<file path="src/common/bss_pkg.sv">
// package of constants and types for the burst sample sequencer
package bss_pkg;
	// ==========================================================
	// register byte offsets
	localparam logic [11:0] OFF_BURST = 12'h000;
	localparam logic [11:0] OFF_PERIOD = 12'h004;
	localparam logic [11:0] OFF_CTRL = 12'h008;
	localparam logic [11:0] OFF_CMD = 12'h00c;
	localparam logic [11:0] OFF_STATUS = 12'h010;
	localparam logic [11:0] OFF_LIMIT = 12'h014;
	// ==========================================================
	// field positions
	localparam int CTRL_PACE_BIT = 0;
	localparam int CTRL_FUNC_LO = 4;
	localparam int CMD_CONFIGURE_BIT = 0;
	localparam int CMD_CLR_ERR_BIT = 1;
	localparam int LIM_SEL_LO = 0;
	// ==========================================================
	// burst length limits
	localparam int BURST_W = 24;
	localparam logic [23:0] BURST_MIN = 24'h000001;
	localparam logic [23:0] BURST_MAX = 24'hffffff;
	localparam logic [23:0] BURST_RST = 24'h000001;
	// ==========================================================
	// sample period in microsecond ticks
	localparam int PERIOD_W = 17;
	localparam logic [16:0] PERIOD_MIN_US = 17'h0004c;
	localparam logic [16:0] PERIOD_MAX_US = 17'h0fffe;
	localparam logic [16:0] PERIOD_RST_US = 17'h0c350;
	localparam int CLK_MHZ = 100;
	localparam int TICK_NS = 1000;
	localparam int CLK_NS = 1000 / CLK_MHZ;
	localparam int TICK_CYCLES = TICK_NS / CLK_NS;
	// ==========================================================
	// limit query selector
	typedef enum logic [1:0] {
		BSS_LIM_PRESENT = 2'b00,
		BSS_LIM_MIN = 2'b01,
		BSS_LIM_MAX = 2'b10
	} bss_lim_t;
	// pacing source codes
	typedef enum logic [0:0] {
		BSS_IMMEDIATE_PACING = 1'b0,
		BSS_TIMED_PACING = 1'b1
	} bss_pace_t;
	// measurement function codes
	typedef enum logic [1:0] {
		BSS_DC_VOLTS_FUNCTION = 2'b00,
		BSS_AC_VOLTS_FUNCTION = 2'b01,
		BSS_FOUR_WIRE_OHMS = 2'b10,
		BSS_DC_VOLTS_ALIAS = 2'b11
	} bss_func_t;
	// sequencer states
	typedef enum logic [1:0] {
		BSS_IDLE = 2'b00,
		BSS_START = 2'b01,
		BSS_BUSY = 2'b10,
		BSS_PACE = 2'b11
	} bss_state_t;
endpackage : bss_pkg

</file>
<file path="src/common/bss_timer_if.sv">
// interface between sequencer and sample period timer
`timescale 1ns/10ps
interface bss_timer_if;
	logic reload;
	logic [bss_pkg::PERIOD_W-1:0] periodUs;
	logic expired;
	modport ctrl (output reload, output periodUs, input expired);
	modport timer (input reload, input periodUs, output expired);
endinterface : bss_timer_if

</file>
<file path="src/core/bss_sequencer.sv">
// burst sample sequencer: burst length, pacing, sample period, function select
// Notes on behaviour
// - burst length 1 to 16777215; that many readings per accepted trigger.
// - maximum burst length flags out-of-memory; streaming still proceeds.
// - configure operation and reset force burst length to one.
// - pacing selection matters only when burst length exceeds one.
// - immediate pacing starts next reading once engine is not busy.
// - timed pacing spaces readings by the sample period.
// - configure operation and reset select immediate pacing.
// - pacing source readable with distinct codes for immediate and timed.
// - sample period spaces burst readings and scan channel steps.
// - sample period 76 us to 65534 us; min and max select limits.
// - first reading of burst starts without waiting a period.
// - delay before first reading belongs to trigger delay, not timer.
// - reset sets sample period to 50 ms.
// - queries return present value, or min or max limit when qualified.
// - function select: four-wire ohms, ac volts, dc volts; dc at reset.
// - dc volts selected with or without explicit dc qualifier.
//
// The implementer's own choices: the APB interface to the registers and the placing of the registers.
`timescale 1ns/10ps
module bss_sequencer (
	// clock and reset
	input wire logic core_clk,
	input wire logic rst_b,
	// apb slave
	input wire logic psel,
	input wire logic penable,
	input wire logic pwrite,
	input wire logic [11:0] paddr,
	input wire logic [31:0] pwdata,
	output logic [31:0] prdata,
	output logic pready,
	output logic pslverr,
	// trigger and measurement engine
	input wire logic trigAccepted,
	input wire logic engineBusy,
	input wire logic readingDone,
	output logic readingStart,
	output logic burstActive,
	output logic scanStep,
	// mode and status
	input wire logic scanMode,
	output logic [1:0] measFunction,
	output logic outOfMemory
);
	// ==========================================================
	// submodules
	logic tick;
	bss_timer_if tif ();
	bss_tick_gen #(.CYCLES(bss_pkg::TICK_CYCLES)) u_tick (
		.core_clk(core_clk),
		.rst_b(rst_b),
		.tick(tick)
	);
	bss_period_timer u_timer (
		.core_clk(core_clk),
		.rst_b(rst_b),
		.tick(tick),
		.tif(tif)
	);
	// ==========================================================
	// configuration state
	logic [bss_pkg::BURST_W-1:0] burst_q, burst_d;
	logic [bss_pkg::PERIOD_W-1:0] period_q, period_d;
	logic pace_q, pace_d;
	logic [1:0] func_q, func_d;
	logic [1:0] limSel_q, limSel_d;
	logic oom_q, oom_d;
	logic [31:0] rdata_q, rdata_d;
	logic ready_q, ready_d;
	logic err_q, err_d;
	logic seqBusy;
	logic wrAcc, rdAcc, known;
	logic [1:0] funcWr;
	logic [bss_pkg::BURST_W-1:0] burstWr;
	logic [bss_pkg::PERIOD_W-1:0] periodWr;
	always_comb begin
		wrAcc = psel && penable && pwrite && !ready_q;
		rdAcc = psel && penable && !pwrite && !ready_q;
		known = (paddr == bss_pkg::OFF_BURST) || (paddr == bss_pkg::OFF_PERIOD) ||
			(paddr == bss_pkg::OFF_CTRL) || (paddr == bss_pkg::OFF_CMD) ||
			(paddr == bss_pkg::OFF_STATUS) || (paddr == bss_pkg::OFF_LIMIT);
		// clamp writes into the legal span
		burstWr = pwdata[bss_pkg::BURST_W-1:0];
		if (burstWr == '0) begin
			burstWr = bss_pkg::BURST_MIN;
		end
		periodWr = pwdata[bss_pkg::PERIOD_W-1:0];
		if (periodWr < bss_pkg::PERIOD_MIN_US) begin
			periodWr = bss_pkg::PERIOD_MIN_US;
		end else if (periodWr > bss_pkg::PERIOD_MAX_US) begin
			periodWr = bss_pkg::PERIOD_MAX_US;
		end
		funcWr = pwdata[bss_pkg::CTRL_FUNC_LO +: 2];
		if (funcWr == bss_pkg::BSS_DC_VOLTS_ALIAS) begin
			funcWr = bss_pkg::BSS_DC_VOLTS_FUNCTION;
		end
		burst_d = burst_q;
		period_d = period_q;
		pace_d = pace_q;
		func_d = func_q;
		limSel_d = limSel_q;
		oom_d = oom_q;
		if (wrAcc) begin
			unique case (paddr)
				bss_pkg::OFF_BURST: begin
					burst_d = burstWr;
					oom_d = (burstWr == bss_pkg::BURST_MAX);
				end
				bss_pkg::OFF_PERIOD: begin
					period_d = periodWr;
				end
				bss_pkg::OFF_CTRL: begin
					pace_d = pwdata[bss_pkg::CTRL_PACE_BIT];
					func_d = funcWr;
				end
				bss_pkg::OFF_CMD: begin
					if (pwdata[bss_pkg::CMD_CLR_ERR_BIT]) begin
						oom_d = 1'b0;
					end
					if (pwdata[bss_pkg::CMD_CONFIGURE_BIT]) begin
						burst_d = bss_pkg::BURST_RST;
						pace_d = 1'b0;
						oom_d = 1'b0;
					end
				end
				bss_pkg::OFF_LIMIT: begin
					limSel_d = pwdata[bss_pkg::LIM_SEL_LO +: 2];
				end
				default: begin
				end
			endcase
		end
		// read path
		rdata_d = 32'h00000000;
		if (rdAcc) begin
			unique case (paddr)
				bss_pkg::OFF_BURST: begin
					unique case (limSel_q)
						bss_pkg::BSS_LIM_MIN: rdata_d = 32'(bss_pkg::BURST_MIN);
						bss_pkg::BSS_LIM_MAX: rdata_d = 32'(bss_pkg::BURST_MAX);
						default: rdata_d = 32'(burst_q);
					endcase
				end
				bss_pkg::OFF_PERIOD: begin
					unique case (limSel_q)
						bss_pkg::BSS_LIM_MIN: rdata_d = 32'(bss_pkg::PERIOD_MIN_US);
						bss_pkg::BSS_LIM_MAX: rdata_d = 32'(bss_pkg::PERIOD_MAX_US);
						default: rdata_d = 32'(period_q);
					endcase
				end
				bss_pkg::OFF_CTRL: begin
					rdata_d[bss_pkg::CTRL_PACE_BIT] = pace_q;
					rdata_d[bss_pkg::CTRL_FUNC_LO +: 2] = func_q;
				end
				bss_pkg::OFF_STATUS: begin
					rdata_d = {29'h00000000, oom_q, seqBusy, pace_q};
				end
				bss_pkg::OFF_LIMIT: begin
					rdata_d = {30'h00000000, limSel_q};
				end
				default: begin
					rdata_d = 32'h00000000;
				end
			endcase
		end
		ready_d = psel && penable && !ready_q;
		err_d = psel && penable && !ready_q && !known;
	end
	always_ff @(posedge core_clk or negedge rst_b) begin
		if (!rst_b) begin
			burst_q <= bss_pkg::BURST_RST;
			period_q <= bss_pkg::PERIOD_RST_US;
			pace_q <= 1'b0;
			func_q <= bss_pkg::BSS_DC_VOLTS_FUNCTION;
			limSel_q <= bss_pkg::BSS_LIM_PRESENT;
			oom_q <= 1'b0;
			rdata_q <= 32'h00000000;
			ready_q <= 1'b0;
			err_q <= 1'b0;
		end else begin
			burst_q <= burst_d;
			period_q <= period_d;
			pace_q <= pace_d;
			func_q <= func_d;
			limSel_q <= limSel_d;
			oom_q <= oom_d;
			rdata_q <= rdata_d;
			ready_q <= ready_d;
			err_q <= err_d;
		end
	end
	// ==========================================================
	// burst sequencer
	bss_pkg::bss_state_t state_q, state_d;
	logic [bss_pkg::BURST_W-1:0] left_q, left_d;
	logic start_q, start_d;
	logic step_q, step_d;
	logic reload;
	// registered so the busy output comes from a flip-flop
	logic busy_q, busy_d;
	// a trigger during a burst is ignored; trigger delay lives upstream
	always_comb begin
		state_d = state_q;
		left_d = left_q;
		start_d = 1'b0;
		step_d = 1'b0;
		reload = 1'b0;
		unique case (state_q)
			bss_pkg::BSS_IDLE: begin
				if (trigAccepted) begin
					left_d = burst_q;
					state_d = bss_pkg::BSS_START;
				end
			end
			bss_pkg::BSS_START: begin
				if (!engineBusy) begin
					start_d = 1'b1;
					step_d = scanMode;
					reload = 1'b1;
					state_d = bss_pkg::BSS_BUSY;
				end
			end
			bss_pkg::BSS_BUSY: begin
				if (readingDone) begin
					left_d = left_q - 1'b1;
					if (left_q == bss_pkg::BURST_MIN) begin
						state_d = bss_pkg::BSS_IDLE;
					end else if (pace_q == 1'b0) begin
						state_d = bss_pkg::BSS_START;
					end else begin
						state_d = bss_pkg::BSS_PACE;
					end
				end
			end
			bss_pkg::BSS_PACE: begin
				if (tif.expired) begin
					state_d = bss_pkg::BSS_START;
				end
			end
		endcase
		busy_d = (state_d != bss_pkg::BSS_IDLE);
	end
	always_ff @(posedge core_clk or negedge rst_b) begin
		if (!rst_b) begin
			state_q <= bss_pkg::BSS_IDLE;
			left_q <= '0;
			start_q <= 1'b0;
			step_q <= 1'b0;
			busy_q <= 1'b0;
		end else begin
			state_q <= state_d;
			left_q <= left_d;
			start_q <= start_d;
			step_q <= step_d;
			busy_q <= busy_d;
		end
	end
	assign seqBusy = busy_q;
	assign tif.reload = reload;
	assign tif.periodUs = period_q;
	// ==========================================================
	// outputs
	assign prdata = rdata_q;
	assign pready = ready_q;
	assign pslverr = err_q;
	assign readingStart = start_q;
	assign scanStep = step_q;
	assign burstActive = seqBusy;
	assign measFunction = func_q;
	assign outOfMemory = oom_q;
endmodule : bss_sequencer

</file>
<file path="src/core/bss_tick_gen.sv">
// fixed rate microsecond tick from the core clock
`timescale 1ns/10ps
module bss_tick_gen #(
	parameter int CYCLES = bss_pkg::TICK_CYCLES
) (
	// clock and reset
	input wire logic core_clk,
	input wire logic rst_b,
	// tick out
	output logic tick
);
	// ==========================================================
	// elaboration check
	if (CYCLES < 2 || CYCLES > 255) begin : g_bad
		$error("tick divider out of range");
	end
	logic [7:0] cnt_q, cnt_d;
	logic tick_q, tick_d;
	always_comb begin
		tick_d = (cnt_q == 8'(CYCLES - 1));
		cnt_d = tick_d ? 8'h00 : cnt_q + 8'h01;
	end
	always_ff @(posedge core_clk or negedge rst_b) begin
		if (!rst_b) begin
			cnt_q <= 8'h00;
			tick_q <= 1'b0;
		end else begin
			cnt_q <= cnt_d;
			tick_q <= tick_d;
		end
	end
	assign tick = tick_q;
endmodule : bss_tick_gen

</file>
<file path="src/core/bss_period_timer.sv">
// sample period down counter, reloaded at each reading start
`timescale 1ns/10ps
module bss_period_timer (
	// clock and reset
	input wire logic core_clk,
	input wire logic rst_b,
	// microsecond tick
	input wire logic tick,
	// sequencer side
	bss_timer_if.timer tif
);
	// ==========================================================
	// counter
	logic [bss_pkg::PERIOD_W-1:0] cnt_q, cnt_d;
	logic exp_q, exp_d;
	always_comb begin
		cnt_d = cnt_q;
		exp_d = 1'b0;
		if (tif.reload) begin
			cnt_d = tif.periodUs;
		end else if (tick && cnt_q != '0) begin
			cnt_d = cnt_q - 1'b1;
			exp_d = (cnt_q == {{(bss_pkg::PERIOD_W-1){1'b0}}, 1'b1});
		end
	end
	always_ff @(posedge core_clk or negedge rst_b) begin
		if (!rst_b) begin
			cnt_q <= '0;
			exp_q <= 1'b0;
		end else begin
			cnt_q <= cnt_d;
			exp_q <= exp_d;
		end
	end
	assign tif.expired = exp_q;
endmodule : bss_period_timer

</file>
<file path="config.mk">
export PLATFORM = sky130hd
export DESIGN_NAME = bss_sequencer
export DESIGN_NICKNAME = d
export VERILOG_FILES = /design/src/common/bss_pkg.sv /design/src/common/bss_timer_if.sv /design/src/core/bss_sequencer.sv /design/src/core/bss_tick_gen.sv /design/src/core/bss_period_timer.sv
export SDC_FILE = /design/constraint.sdc
export NUM_CORES = 1
export LEC_CHECK = 0
export BUFFER_PORTS_ARGS = -buffer_cell sky130_fd_sc_hd__buf_2
export CORE_ASPECT_RATIO = 2
export CORE_MARGIN = 3
export CORE_UTILIZATION = 42
export DETAILED_ROUTE_END_ITERATION = 7
export SKIP_CTS_REPAIR_TIMING = 1
export SLEW_MARGIN = 20
export SYNTH_ARGS = -nofsm -noshare
export SYNTH_HDL_FRONTEND = slang
export SYNTH_SLANG_ARGS = --single-unit
export TNS_END_PERCENT = 5
</file>
<file path="constraint.sdc">
create_clock -name core_clk -period 6.1 [get_ports core_clk]
set_input_delay 1.525 -clock core_clk [delete_from_list [all_inputs] [get_ports core_clk]]
set_output_delay 1.525 -clock core_clk [all_outputs]
set_load 0.01 [all_outputs]
</file>
==> run metrics <==
Die Ht=182 um; setup TNS=0 ns; critical path required time=6.41 ns; outcome=completed; Crit Path Category=primary input to flop; CTS tree=built; fin. max-slew vios=0; Lkg Pwr=0.00331 uW; initial antenna violation count=0; GRT Util Overall=23.5%; async set or reset register ratio after synthesis=100%; count of buffer and inverter cells on the critical path=1; dominant synthesized flop cell=dfrtp_1; Clock Skews=0.00698 ns; fin util=50.8%; drt total wl=19.3 mm; dpl cells=969; CTS HTree Levels=4; most common cell in the synthesized netlist=dfrtp_1; area leader, netlist=dfrtp_1; DR DRC count=0; die area=17100 sq um; Post-synth EDFFs=0; crit start category=primary input; final net count=853; worst-path cell chain=buf_2 > or4_4 > nor4_2 > nand3_1 > and2_1 > a31o_2; post-synth top area share=46.8%; Clock Latency Late Sink=0.42 ns; post-route minimum period=3.78 ns; final hold viol count=0; Fin Hold WS=0.475 ns; CP top delay family=simple AND/OR/NAND/NOR gates; Crit Path Max Fanout=22; Chip Width=94.1 um; layout cells sized above 1=17.2%; CTS Buf Count=17; Storage cell area=3240 sq um; Slew HR=33.7%; Layout area overhead=17.3%; Initial DRC Count=323; port bufs=76; Mapped Area=6520 sq um; clk sinks=129; multi-input logic area=3020 sq um; FF+latch count, synth=129; first-pass GRT wire length=31.4 mm; Layout fillers=1455; worst hold path type=flop to flop; max cap viols=0; I/O pins=93; worst vdd ir=221 uV; final setup fails=0; crit path capture type=flop; ANT nets after route=0; Synth Instances=729; post-placement worst setup slack=1.94 ns; Tcrit/Tclk final=62.0%; gr ovfl total=0; drt wl/cell=19.3 um; largest cells by area after synthesis=dfrtp_1 47%, nand2_1 5.0%, a21oi_1 4.8%, o21ai_0 4.5%, nor2_1 3.7%; Rows=63; dpl hpwl=14.2 mm; post-synthesis sequential area ratio=49.6%; core footprint=15100 sq um; syn_area_per_cell=8.95 sq um; max frequency=264 MHz; vias in the first global route=6008; pwr dens=344 nW/um^2; most frequent cells after synthesis=122 x dfrtp_1, 87 x nand2_1, 65 x nor2_1; DR pass1 iterations=5; Yosys cell types=56; clock-pin slew on the worst setup and hold paths=0.07 ns; DR vias=5848; Synth warnings=0; Crit path largest cell delay=0.71 ns; clk root buf=clkbuf_16; Non-Filler Instances=1001; unrepaired setup endpoints after global routing=no; via/cell ratio=5.84; Longest Clk Path Bufs=2; largest net degree at the start of global routing=75; Least-Margin Pin Slew=0.990 ns; Placer Congestion=0.934; WP data arrival=4.09 ns; CP max stage cell=nand3_1; Antenna Cells=0; Initial Util=43.3%; setup ws final=2.32 ns
[routing by layer]
| metal | track usage, % | routed length, um |
|---|---|---|
| met5 | 0 | 0 |
| met4 | 11.6 | 799 |
| met3 | 4.00 | 658 |
| met2 | 43.2 | 10800 |
| met1 | 25.3 | 7040 |
[stage by stage]
stage	power (uW)	instance area, sq um
2_1_floorplan	1390	6550
3_3_place_gp	1530	7020
3_5_place_dp	1550	7020
4_1_cts	2640	7650
5_1_grt	2770	7650
6_report	2630	7650
[area by class of cell]
cell class	count	area share (%)
clock inverters	15	2.59
flip-flops and latches	129	42.3
repair buffers	84	5.79
inverters	22	1.08
multi-input cells	539	39.5
well taps	195	3.19
clock buffers	17	5.56
[state kept, by name, indices dropped and copies added (netlist names), 2 cells and up]
name	flops
prdata	24
measFunction	2
period_q	17
u_tick.cnt_q	8
limSel_q	2
u_timer.cnt_q	17
burst_q	24
state_q	2
left_q	24
[power breakdown]
group	internal, uW	switching [uW]
combinational	172	340
clock	657	430
sequential	938	94.3
[logic make-up after synthesis]
logic type                 share of synthesized area (%)
and+or+nand+nor                                     22.8
muxes                                               1.30
xor gates and xnor gates                            2.42
adders and majority gates                           1.34
other                                             0.0575
buffers and inverters                               4.60
AOI/OAI and AO/OA                                   17.8
DFF                                                 49.6
[final timing paths]
check,start,slack [ns],endpoint,cells after the start
min in group asynchronous,rst_b,1.24,u_timer.cnt_q[4]$_DFFE_PN0P_,1
min,u_tick.cnt_q[7]$_DFF_PN0_,0.48,u_tick.cnt_q[7]$_DFF_PN0_,1
max in group asynchronous,rst_b,3.54,burst_q[8]$_DFFE_PN0P_,2
min reg2reg,u_tick.cnt_q[7]$_DFF_PN0_,0.48,u_tick.cnt_q[7]$_DFF_PN0_,1
max,paddr[1],2.32,period_q[0]$_DFFE_PN0P_,6
max reg2reg,pready$_DFF_PN0_,3.38,period_q[0]$_DFFE_PN0P_,5
[cell usage in the layout, fill, tap and decap left out, types with 15 or more instances in the layout]
| master | instances |
|---|---|
| o21ai_0 | 59 |
| o22ai_1 | 16 |
| nor3_1 | 29 |
| nand3_1 | 28 |
| clkbuf_16 | 17 |
| inv_1 | 22 |
| a21oi_1 | 62 |
| nand2_1 | 87 |
| dfrtp_1 | 122 |
| a22oi_1 | 15 |
| buf_2 | 75 |
| nand4_1 | 20 |
| nor4_1 | 17 |
| nor2_1 | 64 |
Power figures use the tool's default switching activity.
